==> src/ucc_regs.vh <==
// register offsets, field positions and reset values of the uart channel control block
// included by ucc_top.v; definitions only
`ifndef UCC_REGS_VH
`define UCC_REGS_VH

// byte offsets of the register words on apb
`define UCC_OFF_FLAG_CLEAR 12'h000
`define UCC_OFF_IRQ_MASK 12'h004
`define UCC_OFF_PRIO_LOW 12'h008
`define UCC_OFF_PRIO_HIGH 12'h00c
`define UCC_OFF_PORT_LATCH 12'h010
`define UCC_OFF_PORT_DIR 12'h014
`define UCC_OFF_CHAN_START 12'h018
`define UCC_OFF_IRQ_REQUEST 12'h01c
`define UCC_OFF_RX_STATUS 12'h020
`define UCC_OFF_CHAN_ENABLED 12'h024
`define UCC_OFF_EVT_STATUS 12'h028
`define UCC_OFF_EVT_MASK 12'h02c

// error flag and clear trigger positions
`define UCC_BIT_OVERRUN 0
`define UCC_BIT_PARITY 1
`define UCC_BIT_FRAMING 2

// interrupt source positions in request, mask and priority registers
`define UCC_BIT_TX_END 0
`define UCC_BIT_RX_END 1
`define UCC_BIT_RX_ERROR 2

// port pin positions
`define UCC_BIT_RX_PIN 1
`define UCC_BIT_TX_PIN 2

// reset values
`define UCC_RST_IRQ_MASK 8'hff
`define UCC_RST_PRIO 8'hff
`define UCC_RST_PORT_LATCH 8'h00
`define UCC_RST_PORT_DIR 8'hff
`define UCC_RST_EVT_MASK 8'h00

// number of serial channels
`define UCC_CHANNELS 4

`endif

==> src/ucc_top.v <==
// uart channel control slice: error flag clear, channel start, irq request/mask/priority, port one pins
// assumes an apb master on pclk, error and end events as one-cycle pulses from the engine on pclk
`timescale 1ns/100ps
`default_nettype none
`include "ucc_regs.vh"

////////////////////////////////////////////////////////////////////////////////
// sticky flag vector: each bit set by its event, dropped by its clear, set wins
module ucc_sticky #(
  parameter W = 1
) (
  input wire pclk,
  input wire presetn,
  input wire [W-1:0] set,
  input wire [W-1:0] clr,
  output reg [W-1:0] flag
);

  // an event in the cycle of a clear must survive it
  always @(posedge pclk or negedge presetn) begin
    if (!presetn) begin
      flag <= {W{1'b0}};
    end else begin
      flag <= set | (flag & ~clr);
    end
  end

endmodule

////////////////////////////////////////////////////////////////////////////////
// register slice seen by software over apb
module ucc_top (
  input wire pclk,
  input wire presetn,
  input wire psel,
  input wire penable,
  input wire pwrite,
  input wire [11:0] paddr,
  input wire [31:0] pwdata,
  input wire [3:0] pstrb,
  output reg [31:0] prdata,
  output wire pready,
  output wire pslverr,
  input wire framing_err_event,
  input wire parity_err_event,
  input wire overrun_err_event,
  input wire rx_end_event,
  input wire tx_end_event,
  input wire [7:0] port_one_pin_in,
  output wire [7:0] port_one_pin_out,
  output wire [7:0] port_one_pin_oe,
  output wire [7:0] port_one_pin_sync,
  output wire [3:0] channel_enabled_status,
  output wire [3:0] channel_start_pulse,
  output wire irq_out,
  output wire [1:0] irq_level,
  output wire irq_level_valid
);

  ////////////////////////////////////////////////////////////////////////////////
  // apb decode
  wire wr_en;
  wire rd_en;
  wire hit;
  assign wr_en = psel & penable & pwrite;
  assign rd_en = psel & penable & ~pwrite;
  assign pready = 1'b1;
  assign hit = (paddr == `UCC_OFF_FLAG_CLEAR) ||
               (paddr == `UCC_OFF_IRQ_MASK) ||
               (paddr == `UCC_OFF_PRIO_LOW) ||
               (paddr == `UCC_OFF_PRIO_HIGH) ||
               (paddr == `UCC_OFF_PORT_LATCH) ||
               (paddr == `UCC_OFF_PORT_DIR) ||
               (paddr == `UCC_OFF_CHAN_START) ||
               (paddr == `UCC_OFF_IRQ_REQUEST) ||
               (paddr == `UCC_OFF_RX_STATUS) ||
               (paddr == `UCC_OFF_CHAN_ENABLED) ||
               (paddr == `UCC_OFF_EVT_STATUS) ||
               (paddr == `UCC_OFF_EVT_MASK);
  assign pslverr = psel & penable & ~hit;

  // write strobes per register, low byte lane carries every field
  wire wr_low;
  wire wr_clear;
  wire wr_mask;
  wire wr_prio_lo;
  wire wr_prio_hi;
  wire wr_latch;
  wire wr_dir;
  wire wr_start;
  wire wr_request;
  wire wr_evt_mask;
  assign wr_low = wr_en & pstrb[0];
  assign wr_clear = wr_low && (paddr == `UCC_OFF_FLAG_CLEAR);
  assign wr_mask = wr_low && (paddr == `UCC_OFF_IRQ_MASK);
  assign wr_prio_lo = wr_low && (paddr == `UCC_OFF_PRIO_LOW);
  assign wr_prio_hi = wr_low && (paddr == `UCC_OFF_PRIO_HIGH);
  assign wr_latch = wr_low && (paddr == `UCC_OFF_PORT_LATCH);
  assign wr_dir = wr_low && (paddr == `UCC_OFF_PORT_DIR);
  assign wr_start = wr_low && (paddr == `UCC_OFF_CHAN_START);
  assign wr_request = wr_low && (paddr == `UCC_OFF_IRQ_REQUEST);
  assign wr_evt_mask = wr_low && (paddr == `UCC_OFF_EVT_MASK);

  ////////////////////////////////////////////////////////////////////////////////
  // plain storage registers
  reg [7:0] irq_mask_reg;
  reg [7:0] irq_prio_low_reg;
  reg [7:0] irq_prio_high_reg;
  reg [7:0] port_one_latch;
  reg [7:0] port_one_dir;
  reg [7:0] evt_mask;

  // software-written control registers
  always @(posedge pclk or negedge presetn) begin
    if (!presetn) begin
      irq_mask_reg <= `UCC_RST_IRQ_MASK;
      irq_prio_low_reg <= `UCC_RST_PRIO;
      irq_prio_high_reg <= `UCC_RST_PRIO;
      port_one_latch <= `UCC_RST_PORT_LATCH;
      port_one_dir <= `UCC_RST_PORT_DIR;
      evt_mask <= `UCC_RST_EVT_MASK;
    end else begin
      if (wr_mask) begin
        irq_mask_reg <= pwdata[7:0];
      end
      if (wr_prio_lo) begin
        irq_prio_low_reg <= pwdata[7:0];
      end
      if (wr_prio_hi) begin
        irq_prio_high_reg <= pwdata[7:0];
      end
      if (wr_latch) begin
        port_one_latch <= pwdata[7:0];
      end
      if (wr_dir) begin
        port_one_dir <= pwdata[7:0];
      end
      if (wr_evt_mask) begin
        evt_mask <= pwdata[7:0];
      end
    end
  end

  ////////////////////////////////////////////////////////////////////////////////
  // receive error flags: event sets, clear trigger clears, set wins
  wire [2:0] rx_err_flags;
  wire [2:0] err_set;
  wire [2:0] err_clr;
  wire framing_err_flag;
  wire parity_err_flag;
  wire overrun_err_flag;
  wire framing_err_clear_trig;
  wire parity_err_clear_trig;
  wire overrun_err_clear_trig;
  assign err_set = {framing_err_event, parity_err_event, overrun_err_event};
  assign err_clr = wr_clear ? pwdata[2:0] : 3'h0;
  assign framing_err_clear_trig = err_clr[`UCC_BIT_FRAMING];
  assign parity_err_clear_trig = err_clr[`UCC_BIT_PARITY];
  assign overrun_err_clear_trig = err_clr[`UCC_BIT_OVERRUN];

  // framing error flag, dropped by clear trigger bit 2
  ucc_sticky #(.W(1)) framing_flag (
    .pclk(pclk),
    .presetn(presetn),
    .set(err_set[`UCC_BIT_FRAMING]),
    .clr(framing_err_clear_trig),
    .flag(framing_err_flag)
  );

  // parity error flag, dropped by clear trigger bit 1
  ucc_sticky #(.W(1)) parity_flag (
    .pclk(pclk),
    .presetn(presetn),
    .set(err_set[`UCC_BIT_PARITY]),
    .clr(parity_err_clear_trig),
    .flag(parity_err_flag)
  );

  // overrun error flag, dropped by clear trigger bit 0
  ucc_sticky #(.W(1)) overrun_flag (
    .pclk(pclk),
    .presetn(presetn),
    .set(err_set[`UCC_BIT_OVERRUN]),
    .clr(overrun_err_clear_trig),
    .flag(overrun_err_flag)
  );

  // error status word in its register layout
  assign rx_err_flags[`UCC_BIT_FRAMING] = framing_err_flag;
  assign rx_err_flags[`UCC_BIT_PARITY] = parity_err_flag;
  assign rx_err_flags[`UCC_BIT_OVERRUN] = overrun_err_flag;

  ////////////////////////////////////////////////////////////////////////////////
  // interrupt request flags: source sets, software write replaces, set wins
  reg [2:0] irq_request;
  wire [2:0] src_set;
  wire rx_error_any;
  assign rx_error_any = framing_err_event | parity_err_event | overrun_err_event;
  assign src_set = {rx_error_any, rx_end_event, tx_end_event};

  always @(posedge pclk or negedge presetn) begin
    if (!presetn) begin
      irq_request <= 3'h0;
    end else if (wr_request) begin
      irq_request <= pwdata[2:0] | src_set;
    end else begin
      irq_request <= irq_request | src_set;
    end
  end

  // per-source request and mask bits
  wire tx_end_irq_request;
  wire rx_end_irq_request;
  wire rx_error_irq_request;
  wire tx_end_irq_mask;
  wire rx_end_irq_mask;
  wire rx_error_irq_mask;
  assign tx_end_irq_request = irq_request[`UCC_BIT_TX_END];
  assign rx_end_irq_request = irq_request[`UCC_BIT_RX_END];
  assign rx_error_irq_request = irq_request[`UCC_BIT_RX_ERROR];
  assign tx_end_irq_mask = irq_mask_reg[`UCC_BIT_TX_END];
  assign rx_end_irq_mask = irq_mask_reg[`UCC_BIT_RX_END];
  assign rx_error_irq_mask = irq_mask_reg[`UCC_BIT_RX_ERROR];

  // unmasked pending sources and the best priority among them
  wire [2:0] pending;
  wire [1:0] prio_tx;
  wire [1:0] prio_rx;
  wire [1:0] prio_er;
  assign pending[`UCC_BIT_TX_END] = tx_end_irq_request & ~tx_end_irq_mask;
  assign pending[`UCC_BIT_RX_END] = rx_end_irq_request & ~rx_end_irq_mask;
  assign pending[`UCC_BIT_RX_ERROR] = rx_error_irq_request & ~rx_error_irq_mask;
  assign prio_tx = {irq_prio_high_reg[`UCC_BIT_TX_END], irq_prio_low_reg[`UCC_BIT_TX_END]};
  assign prio_rx = {irq_prio_high_reg[`UCC_BIT_RX_END], irq_prio_low_reg[`UCC_BIT_RX_END]};
  assign prio_er = {irq_prio_high_reg[`UCC_BIT_RX_ERROR], irq_prio_low_reg[`UCC_BIT_RX_ERROR]};

  // lowest level number wins among pending sources
  reg [1:0] best_level;
  always @* begin
    best_level = 2'h3;
    if (pending[`UCC_BIT_TX_END] && (prio_tx < best_level)) begin
      best_level = prio_tx;
    end
    if (pending[`UCC_BIT_RX_END] && (prio_rx < best_level)) begin
      best_level = prio_rx;
    end
    if (pending[`UCC_BIT_RX_ERROR] && (prio_er < best_level)) begin
      best_level = prio_er;
    end
  end
  assign irq_level = best_level;
  assign irq_level_valid = |pending;

  ////////////////////////////////////////////////////////////////////////////////
  // channel start: write of 1 enables channel, 0 leaves it
  wire [3:0] chan_enabled;
  wire [3:0] chan_start_set;
  reg [3:0] start_pulse;
  assign chan_start_set = wr_start ? pwdata[3:0] : 4'h0;

  // enabled status per channel; nothing in this slice stops a channel
  ucc_sticky #(.W(4)) chan_flags (
    .pclk(pclk),
    .presetn(presetn),
    .set(chan_start_set),
    .clr(4'h0),
    .flag(chan_enabled)
  );

  // one-cycle start pulse toward the shift engine
  always @(posedge pclk or negedge presetn) begin
    if (!presetn) begin
      start_pulse <= 4'h0;
    end else begin
      start_pulse <= chan_start_set;
    end
  end
  assign channel_enabled_status = chan_enabled;
  assign channel_start_pulse = start_pulse;

  ////////////////////////////////////////////////////////////////////////////////
  // sticky event status, cleared by read, masked onto one irq line
  wire [7:0] evt_status;
  wire [7:0] evt_in;
  wire [7:0] evt_clr;
  wire rd_evt;
  assign evt_in = {3'h0, err_set, src_set[`UCC_BIT_RX_END], src_set[`UCC_BIT_TX_END]};
  assign rd_evt = rd_en && (paddr == `UCC_OFF_EVT_STATUS);
  // a read drops only the bits it returned, so an event after the setup cycle waits
  assign evt_clr = rd_evt ? prdata[7:0] : 8'h00;

  // sticky event bits
  ucc_sticky #(.W(8)) evt_flags (
    .pclk(pclk),
    .presetn(presetn),
    .set(evt_in),
    .clr(evt_clr),
    .flag(evt_status)
  );
  assign irq_out = |(evt_status & evt_mask);

  ////////////////////////////////////////////////////////////////////////////////
  // port one pins: enable flops follow every direction write, high while driving
  reg [7:0] pin_oe_q;
  always @(posedge pclk or negedge presetn) begin
    if (!presetn) begin
      pin_oe_q <= ~`UCC_RST_PORT_DIR;
    end else if (wr_dir) begin
      pin_oe_q <= ~pwdata[7:0];
    end
  end
  assign port_one_pin_oe = pin_oe_q;
  assign port_one_pin_out = port_one_latch;

  // two-stage synchroniser for the pin levels
  reg [7:0] pin_meta;
  reg [7:0] pin_sync;
  always @(posedge pclk or negedge presetn) begin
    if (!presetn) begin
      pin_meta <= 8'h00;
      pin_sync <= 8'h00;
    end else begin
      pin_meta <= port_one_pin_in;
      pin_sync <= pin_meta;
    end
  end
  assign port_one_pin_sync = pin_sync;

  ////////////////////////////////////////////////////////////////////////////////
  // read mux, registered in the setup cycle
  always @(posedge pclk or negedge presetn) begin
    if (!presetn) begin
      prdata <= 32'h00000000;
    end else if (psel && !penable && !pwrite) begin
      if (paddr == `UCC_OFF_FLAG_CLEAR) begin
        prdata <= 32'h00000000; // clear triggers read back as 0
      end else if (paddr == `UCC_OFF_CHAN_START) begin
        prdata <= 32'h00000000; // start triggers read back as 0
      end else if (paddr == `UCC_OFF_IRQ_MASK) begin
        prdata <= {24'h000000, irq_mask_reg};
      end else if (paddr == `UCC_OFF_PRIO_LOW) begin
        prdata <= {24'h000000, irq_prio_low_reg};
      end else if (paddr == `UCC_OFF_PRIO_HIGH) begin
        prdata <= {24'h000000, irq_prio_high_reg};
      end else if (paddr == `UCC_OFF_PORT_LATCH) begin
        prdata <= {24'h000000, port_one_latch};
      end else if (paddr == `UCC_OFF_PORT_DIR) begin
        prdata <= {24'h000000, port_one_dir};
      end else if (paddr == `UCC_OFF_IRQ_REQUEST) begin
        prdata <= {29'h00000000, irq_request};
      end else if (paddr == `UCC_OFF_RX_STATUS) begin
        prdata <= {29'h00000000, rx_err_flags};
      end else if (paddr == `UCC_OFF_CHAN_ENABLED) begin
        prdata <= {28'h0000000, chan_enabled};
      end else if (paddr == `UCC_OFF_EVT_STATUS) begin
        prdata <= {24'h000000, evt_status};
      end else if (paddr == `UCC_OFF_EVT_MASK) begin
        prdata <= {24'h000000, evt_mask};
      end else begin
        prdata <= 32'h00000000; // unmapped addresses read 0
      end
    end
  end

endmodule
`default_nettype wire

==> config.mk <==
export PLATFORM = sky130hd
export DESIGN_NAME = ucc_top
export DESIGN_NICKNAME = d
export VERILOG_FILES = /design/src/ucc_top.v
export VERILOG_INCLUDE_DIRS = /design/src
export SDC_FILE = /design/constraint.sdc
export NUM_CORES = 1
export LEC_CHECK = 0
export BUFFER_PORTS_ARGS = -buffer_cell sky130_fd_sc_hd__buf_4
export CAP_MARGIN = 10
export CORE_MARGIN = 1
export CORE_UTILIZATION = 25
export CTS_CLUSTER_SIZE = 16
export DETAILED_ROUTE_END_ITERATION = 16
export PLACE_DENSITY = 0.54
export SLEW_MARGIN = 40
export SYNTH_ARGS = -nofsm -noshare
export SYNTH_HDL_FRONTEND = slang
export SYNTH_HIERARCHICAL = 1
export SYNTH_SLANG_ARGS = --single-unit
==> constraint.sdc <==
create_clock -name pclk -period 6.1 [get_ports pclk]
set_clock_uncertainty 0.1 [all_clocks]
set_input_delay 1.22 -clock pclk [delete_from_list [all_inputs] [get_ports pclk]]
set_output_delay 1.22 -clock pclk [all_outputs]
set_load 0.01 [all_outputs]
; ---- After elaboration in Yosys (flattened, before gate mapping)
; Index checks and enable logic that the tools add are counted.
[totals]
output_inout_bits = 70
latch_bits = 0
elab_cells = 113
romBits = 0
regBits = 126
memories = 0
ram_bits = 0
[op_classes]
mul = 0
addsub = 0
bitwise = 32
n_eq_ne = 11
shifts = 0
div_mod_pow = 0
magnitude_cmp = 3
muxes = 19
n_reduce_logical = 31
[ops]
columns = operator, count
row1 = $mux W8, 13
row2 = $eq A12 B5 Y1 const B, 4
row3 = $eq A12 B6 Y1 const B, 4
row4 = $eq A12 B4 Y1 const B, 2
row5 = $and A8 B8 Y8, 2
row6 = $not A8 Y8, 2
row7 = $logic_and A1 B1 Y1, 15
row8 = $eq A12 B3 Y1 const B, 1
row9 = $logic_not A12 Y1, 1
row10 = $and A1 B1 Y1, 11
row11 = $logic_or A1 B1 Y1, 11
row12 = $not A1 Y1, 8
row13 = $or A5 B8 Y8, 1
row14 = $reduce_or A8 Y1, 1
row15 = $mux W2, 3
row16 = $mux W3, 2
row17 = $or A3 B3 Y3, 2
row18 = $or A1 B1 Y1, 5
row19 = $lt A2 B2 Y1, 2
row20 = $mux W4, 1
row21 = $or A4 B4 Y4, 1
row22 = $reduce_or A3 Y1, 1
row23 = $logic_not A1 Y1, 2
row24 = $lt A2 B2 Y1 const B, 1

; ---- Longest topological paths before layout
; Gate-level depths: netlist of run 1.
[logic_depth]
ltp_word = 14
mapped_depth = 9

; ---- Cells and area by module
; Netlist of run 1, hierarchy kept.
[modules_own_cells]
columns = module, n_inst, area_each_um2, cells_per_inst, seq_area_each_um2
row1 = ucc_top, 1, 4430.5, 390, 2217.1
row2 = ucc_sticky (evt_flags), 1, 290.3, 24, 200.2
row3 = ucc_sticky (chan_flags), 1, 145.1, 12, 100.1
row4 = ucc_sticky (framing_flag ...), 3, 36.3, 3, 25.0

; ---- Least setup slack after synthesis of run 1
; Ideal clock, no wire load.
[synth_timing]
path_kind = flip-flop to output port
startpoint = register irq_mask_reg[0]
endpoint = output irq_level[0]
slack_ns = 2.385
t_arrival_ns = 2.395
required_time_ns = 4.780
path_stages_with_launch = 10
path_cell_list = dfstp_2 > nand2b_1 > nor2_1 > ha_1 > a211o_1 > mux2_2 > ha_1 > nor3_1 > a21oi_1 > mux2_2
[synth_between]
elab_chain_len = 10
[synth_lines]
columns = element, line_no
row1 = "start, declared", ucc_top.v:106  ; reg [7:0] irq_mask_reg;
row2 = "start signal, assigned", ucc_top.v:116  ; irq_mask_reg <= `UCC_RST_IRQ_MASK;
row3 = "start signal, assigned", ucc_top.v:124  ; irq_mask_reg <= pwdata[7:0];
row4 = $not A1 Y1 (*), ucc_top.v:230  ; assign pending[`UCC_BIT_TX_END] = tx_end_irq_request & ~tx_end_irq_mask;
row5 = $and A1 B1 Y1 (*), ucc_top.v:230
row6 = $logic_and A1 B1 Y1 (*), ucc_top.v:241  ; if (pending[`UCC_BIT_TX_END] && (prio_tx < best_level)) begin
row7 = $mux W2 (*), ucc_top.v:241
row8 = $lt A2 B2 Y1, ucc_top.v:244  ; if (pending[`UCC_BIT_RX_END] && (prio_rx < best_level)) begin
row9 = $logic_and A1 B1 Y1, ucc_top.v:244
row10 = $mux W2 (*), ucc_top.v:244
row11 = $lt A2 B2 Y1, ucc_top.v:247  ; if (pending[`UCC_BIT_RX_ERROR] && (prio_er < best_level)) begin
row12 = $logic_and A1 B1 Y1, ucc_top.v:247
row13 = $mux W2 (*), ucc_top.v:247
row14 = "end, declared", ucc_top.v:56  ; output wire [1:0] irq_level,
; Every way passes the cells marked *; elsewhere a longest branch is shown, timed or not.

; ---- Worst setup path in the final report of run 1
; Ends and elaborated chain as after synthesis.

==> results of run 1 <==
routing by layer:
metal,global-route usage,share of wire,vias to the layer above
li1,-,-,1677
met1,0.178,0.43,1754
met2,0.226,0.48,136
met3,0.0412,0.068,16
met4,0.0470,0.020,0
met5,0,0,-
worst reg2reg max path, cell delays in order, from the launching register on:
cell	delay, ns
dfrtp_1	0.37
or3_1	0.30
mux4_2	0.51
a211oi_1	0.29
o31ai_1	0.11
placed cells by master, fill, tap and decap left out, types with 10 or more instances in the layout:
cell       netlist  final
and2_1          19     19
dfstp_2         32     32
nor2b_1         12     12
conb_1           2     32
a21oi_1         11     11
dfrtp_1         70     70
nor2_1          11     11
nor3_1          12     12
clkbuf_16        0     10
a21o_1          15     15
nand2_1         33     33
mux2_2          48     48
buf_4           25     84
o21ai_0         13     13
inv_1           18     18
path summary, 6_finish.rpt:
| path | end | slack [ns] | cells past startpoint |
|---|---|---|---|
| hold reg to reg | port_one_pin_sync[6] | 0.25 | 0 |
| hold / removal | port_one_pin_sync[6] | 0.25 | 0 |
| max in group asynchronous | evt_flags/flag[6] | 4.00 | 2 |
| setup reg to reg | prdata[2] | 4.29 | 4 |
| setup / recovery | irq_level[0] | 1.78 | 10 |
| min in group asynchronous | port_one_pin_sync[5] | 0.76 | 1 |
layout make-up:
type,count,share of cell area
Clock buffer,10,0.0411
Clock inverter,6,0.00657
Inverter,18,0.0111
Multi-Input combinational cell,306,0.358
Sequential cell,102,0.426
Tap cell,265,0.0544
Timing Repair Buffer,84,0.104
kinds of logic after synthesis:
logic type               after synthesis  share of synthesized area
AND/OR/NAND/NOR                      127                      0.148
adder cells (fa/ha/maj)                2                    0.00503
flip-flops                           102                      0.521
other                                  2                    0.00151
multiplexers                          59                      0.137
buffers and inverters                 57                     0.0639
AO/OA/AOI/OAI                         86                      0.123
metrics by stage:
stage	area [um2]	worst slack, ns	hold WS [ns]	cells	utilization
floorplan	5090	2.39	0.231	465	-
global placement	5800	2.14	0.238	775	0.298
detailed placement	5800	2.13	0.238	775	0.298
CTS	6090	1.75	0.254	791	0.313
global route	6090	1.61	0.262	791	0.313
finish	6090	1.78	0.251	791	0.313
report_power, final:
group / total, mW / switching (mW) / internal [mW]
logic: 0.0982 / 0.0658 / 0.0325
clock network: 0.569 / 0.265 / 0.304
registers: 0.685 / 0.00182 / 0.683
total: 1.35 / 0.333 / 1.02
==> flow_summary.yaml, run 1 <==
sta:
  fin_crit_sh: 0.709
  tns_ns: 0
  worstMarginPinSlew_ns: 0.751
  setup_viol: 0
  drv_slew: 0
  fmax_ghz: 0.231
  fin_crit_ns: 4.32
  slew_headroom: 0.496
  rsz0062_at_grt: "no"
  hold_viol: 0
logic_synthesis:
  ys_ff_latch: 102
  synth.avg_cell_area_um2: 11.4
  synth.most_common_cell: "dfrtp_1"
  ys_warn_count: 6
  synth_edf_count: 0
  synth_common_cells: "dfrtp_1, mux2_2, nand2_1, dfstp_2, buf_4"
  synthTopCellsByArea: "dfrtp_1, dfstp_2, mux2_2, buf_4, nand2_1"
  syn_area_um2: 4970
  netlist.area_leader.share: 0.352
  yosysSeqAreaShare: 0.521
  async_reset_ff_frac: 1.00
  synthFlopType: "dfrtp_1"
  synth_top_area_cell: "dfrtp_1"
  synth.distinct_cells: 60
  syn_inst: 435
cts:
  clk_pin_slew_worst_paths_ns: 0.07
  post_cts_resize_count: 0
  cts_tree: "done"
  postCtsHoldBufs: 0
  cts_num_sinks: 102
  cts_setup_buffers: 0
  clk_latency_ns: 0.35
  clk_path_buf_depth: 2
  cts-root-buf: "clkbuf_16"
  cts_buffers: 9
  h-tree-depth: 3
cells_and_area:
  final-seq-area_um2: 2590
  fillerInstances: 2004
  diodes: 0
  drive_gt1_frac: 0.367
  synthToLayoutAreaGrowth_pct: 22.4
  multi_input_area_um2: 2180
  fin_nets: 589
worst_setup_path:
  crit_required_ns: 4.78
  critPathTopFamily: "multiplexers"
  crit_path_cell_trace: "nand2b_1 -> nor2_1 -> ha_1 -> a211o_1 -> mux2_2 -> ha_1 -> nor3_1 -> a21oi_1 -> mux2_2 -> buf_4"
  worstSetupStartpointType: "flip-flop"
  path_class: "reg2out"
  worstSetupStartpoint: "irq_mask_reg[0]"
  cp_data_arrival_time_ns: 3.00
  crit_buf_inv: 1
  slowest_stage: "dfstp_2"
  rr_startpoint: "framing_flag/flag"
  end_kind: "output pin"
  crit_fanout: 4
  critPathMaxStageDelay_ns: 0.54
detailed_routing:
  routed_wl_um: 13600
  drt_pre_antenna_iters: 5
  vias_per_cell: 4.53
  wl_per_cell_um: 17.2
  ant_nets: 0
  via_count: 3583
  drtIter0Drc: 226
  drc: 0
power_and_ir_drop:
  peakVddDrop_mv: 0.127
  powerDensity_nw_per_um2: 222
  power.leakage_nw: 2.68
  power.total_mw: 1.35
floorplan:
  die-area_um2: 20500
  start_util: 0.256
  die_y_um: 143
  die_w_um: 143
  fp.coreArea_um2: 19500
  rows: 51
  io_pins: 136
run:
  drv_cap: 0
place:
  portBuffers: 83
  dp_hpwl_um: 10100
  gp_congestion: 0.919
run_status:
  status: "completed"
global_route:
  grt_pass1_wl_um: 21300
  grt_pass1_vias: 3680
  grt_max_degree: 58
  grt_usage: 0.140
  overflow: 0
  antenna_found_initial: 0
hold_path:
  hold_path_startpoint: "pin_meta[6]"
  hp-class: "reg2reg"
Note: power is estimated with default switching activity, not from simulation.
==> inputs of run 2 (changes only) <==
--- a/config.mk
+++ b/config.mk
@@ -12,7 +12,7 @@
 export CORE_UTILIZATION = 25
 export CTS_CLUSTER_SIZE = 16
 export DETAILED_ROUTE_END_ITERATION = 16
-export PLACE_DENSITY = 0.54
+export PLACE_DENSITY = 0.56
 export SLEW_MARGIN = 40
 export SYNTH_ARGS = -nofsm -noshare
 export SYNTH_HDL_FRONTEND = slang
==> constraint.sdc (replaced) <==
create_clock -name pclk -period 3.5 [get_ports pclk]
set_clock_uncertainty 0.1 [all_clocks]
set_input_delay 0.7 -clock pclk [delete_from_list [all_inputs] [get_ports pclk]]
set_output_delay 0.7 -clock pclk [all_outputs]
set_load 0.01 [all_outputs]
==> flow_summary.yaml, run 2 (synthesis gave the netlist of run 1 again) <==
run_status:
  status: "finished, violations left"
  violations: "negative setup slack"
power_and_ir_drop:
  powerDensity_nw_per_um2: 387
  p_sw_frac: 0.238
  combPwrFrac: 0.073
  p_clk_frac: 0.435
  p_int_mw: 1.85
  p_switching_mw: 0.577
  power.leakage_nw: 2.76
  peakVddDrop_mv: 0.252
  seqPwrFrac: 0.492
worst_setup_path:
  cp_data_arrival_time_ns: 2.80
  worstSetupStartpointType: "flip-flop"
  r2r-end: "prdata[2]"
  rr_startpoint: "framing_flag/flag"
  ff2ff_path_depth: 4
  crit_required_ns: 2.70
  crit_fanout: 2
  path_class: "reg2out"
  end_kind: "output pin"
  rrSetupSlack_ns: 1.72
global_route:
  grt_pass1_wl_um: 21900
  antenna_found_initial: 0
  grt_pass1_vias: 3799
  grt_max_degree: 55
  overflow: 0
  grt_usage: 0.145
hold_path:
  hold_depth: 0
  hold_path_startpoint: "pin_meta[6]"
  min_to: "port_one_pin_sync[6]"
  hp-class: "reg2reg"
cells_and_area:
  multi_input_area_um2: 2240
  drive_gt1_frac: 0.390
  layout_commonest_cell: "buf_4"
  fin_nets: 599
  layout_common_cells: "buf_4, dfrtp_1, mux2_2"
  final-seq-area_um2: 2590
  design_area_um2: 6270
  synthToLayoutAreaGrowth_pct: 26.0
  fillerInstances: 2007
  post-route-util: 0.322
  diodes: 0
cts:
  cts_tree: "done"
  clk_pin_slew_worst_paths_ns: 0.07
  cts_buffers: 9
  cts_num_sinks: 102
  h-tree-depth: 3
  clk_latency_ns: 0.36
  cts-root-buf: "clkbuf_16"
  clk_path_buf_depth: 2
sta:
  fin_crit_ns: 3.60
  hold_viol: 0
  slew_headroom: 0.532
  timing.hold.ws_ns: 0.249
  fmax_ghz: 0.278
  drv_slew: 0
  fin_crit_sh: 1.03
  setup_slack_ns: -0.103
  setup_viol: 2
  worstMarginPinSlew_ns: 0.701
  rsz0062_at_grt: "yes"
floorplan:
  rows: 51
  io_pins: 136
  die_w_um: 143
  fp.coreArea_um2: 19500
  start_util: 0.256
  die_y_um: 143
  die-area_um2: 20500
detailed_routing:
  vias_per_cell: 4.59
  drt_pre_antenna_iters: 4
  via_count: 3678
  routed_wl_um: 14000
  drtIter0Drc: 214
  wl_per_cell_um: 17.5
  drc: 0
  ant_nets: 0
place:
  gp_congestion: 0.911
  dp_hpwl_um: 10300
  portBuffers: 83
  place_area_um2: 5860
run:
  drv_cap: 0
[run 2: changes by cell type in the layout (fill, tap and decap cells not counted), moves of 2 or more]
cell	delta
mux2_4	+2
nor3_1	-2
inv_4	-2
mux2_2	-2
ha_4	+2
ha_1	-2
buf_4	+8
[run 2: final cells by class]
| type | count | area share |
|---|---|---|
| Clock buffer | 11 | 0.0405 |
| Inverter | 18 | 0.0108 |
| Timing Repair Buffer | 94 | 0.115 |
| Multi-Input combinational cell | 306 | 0.358 |
| Tap cell | 265 | 0.0529 |
| Clock inverter | 5 | 0.00878 |
| Sequential cell | 102 | 0.414 |
[run 2: stage by stage]
stage	setup slack (ns)	total power [mW]	cells	setup TNS [ns]
final	-0.103	2.42	801	-0.112
after global routing	-0.193	2.51	801	-0.297
after CTS	-0.171	2.46	799	-0.260
after detailed placement	0.0801	1.39	781	0
after global placement	0.159	1.39	781	0
after floorplan	0.305	1.30	465	0
[run 2: worst max-delay path, cell delays in order, from the launching register on]
cell and delay (ns):
dfstp_2 0.53, nand2b_4 0.13, nor2_4 0.04, ha_4 0.21
a211o_1 0.27, mux2_4 0.32, ha_4 0.28, nor3_4 0.04
a21oi_2 0.17, mux2_4 0.33, buf_6 0.12
[run 2: worst max-delay path by stage]
| stage | slack, ns | from | end | depth (start not counted) |
|---|---|---|---|---|
| final | -0.10 | irq_mask_reg[0] | irq_level[0] | 10 |
| after global routing | -0.19 | irq_mask_reg[0] | irq_level[0] | 10 |
| after CTS | -0.17 | irq_mask_reg[0] | irq_level[0] | 10 |
| after detailed placement | 0.08 | irq_mask_reg[0] | irq_level[0] | 10 |
| after global placement | 0.16 | irq_mask_reg[0] | irq_level[0] | 10 |
| after floorplan | 0.31 | irq_mask_reg[0] | irq_level[0] | 9 |
[run 2: metal layers]
layer  vias up  routed length, um  global-route usage
li1       1696                  -                   -
met1      1817               5940               0.178
met2       140               6730               0.236
met3        25               1020              0.0436
met4         0                359              0.0611
met5         -                  0                   0
[run 2: power by group through the flow]
stage          registers [mW]  clock network (mW)  logic (mW)
6_report                 1.19                1.05       0.176
2_1_floorplan            1.22                   0      0.0876
3_3_place_gp             1.21                   0       0.176
3_5_place_dp             1.21                   0       0.177
5_1_grt                  1.19                1.13       0.195
4_1_cts                  1.19                1.09       0.178
[run 2: what timing repair did]
action                                  in CTS  in global routing
pin swaps                                    4                  3
hold buffers                                 0                  0
endpoints found under the setup margin       2                  2
gates resized for setup                     12                  0
buffers inserted                             2                  2
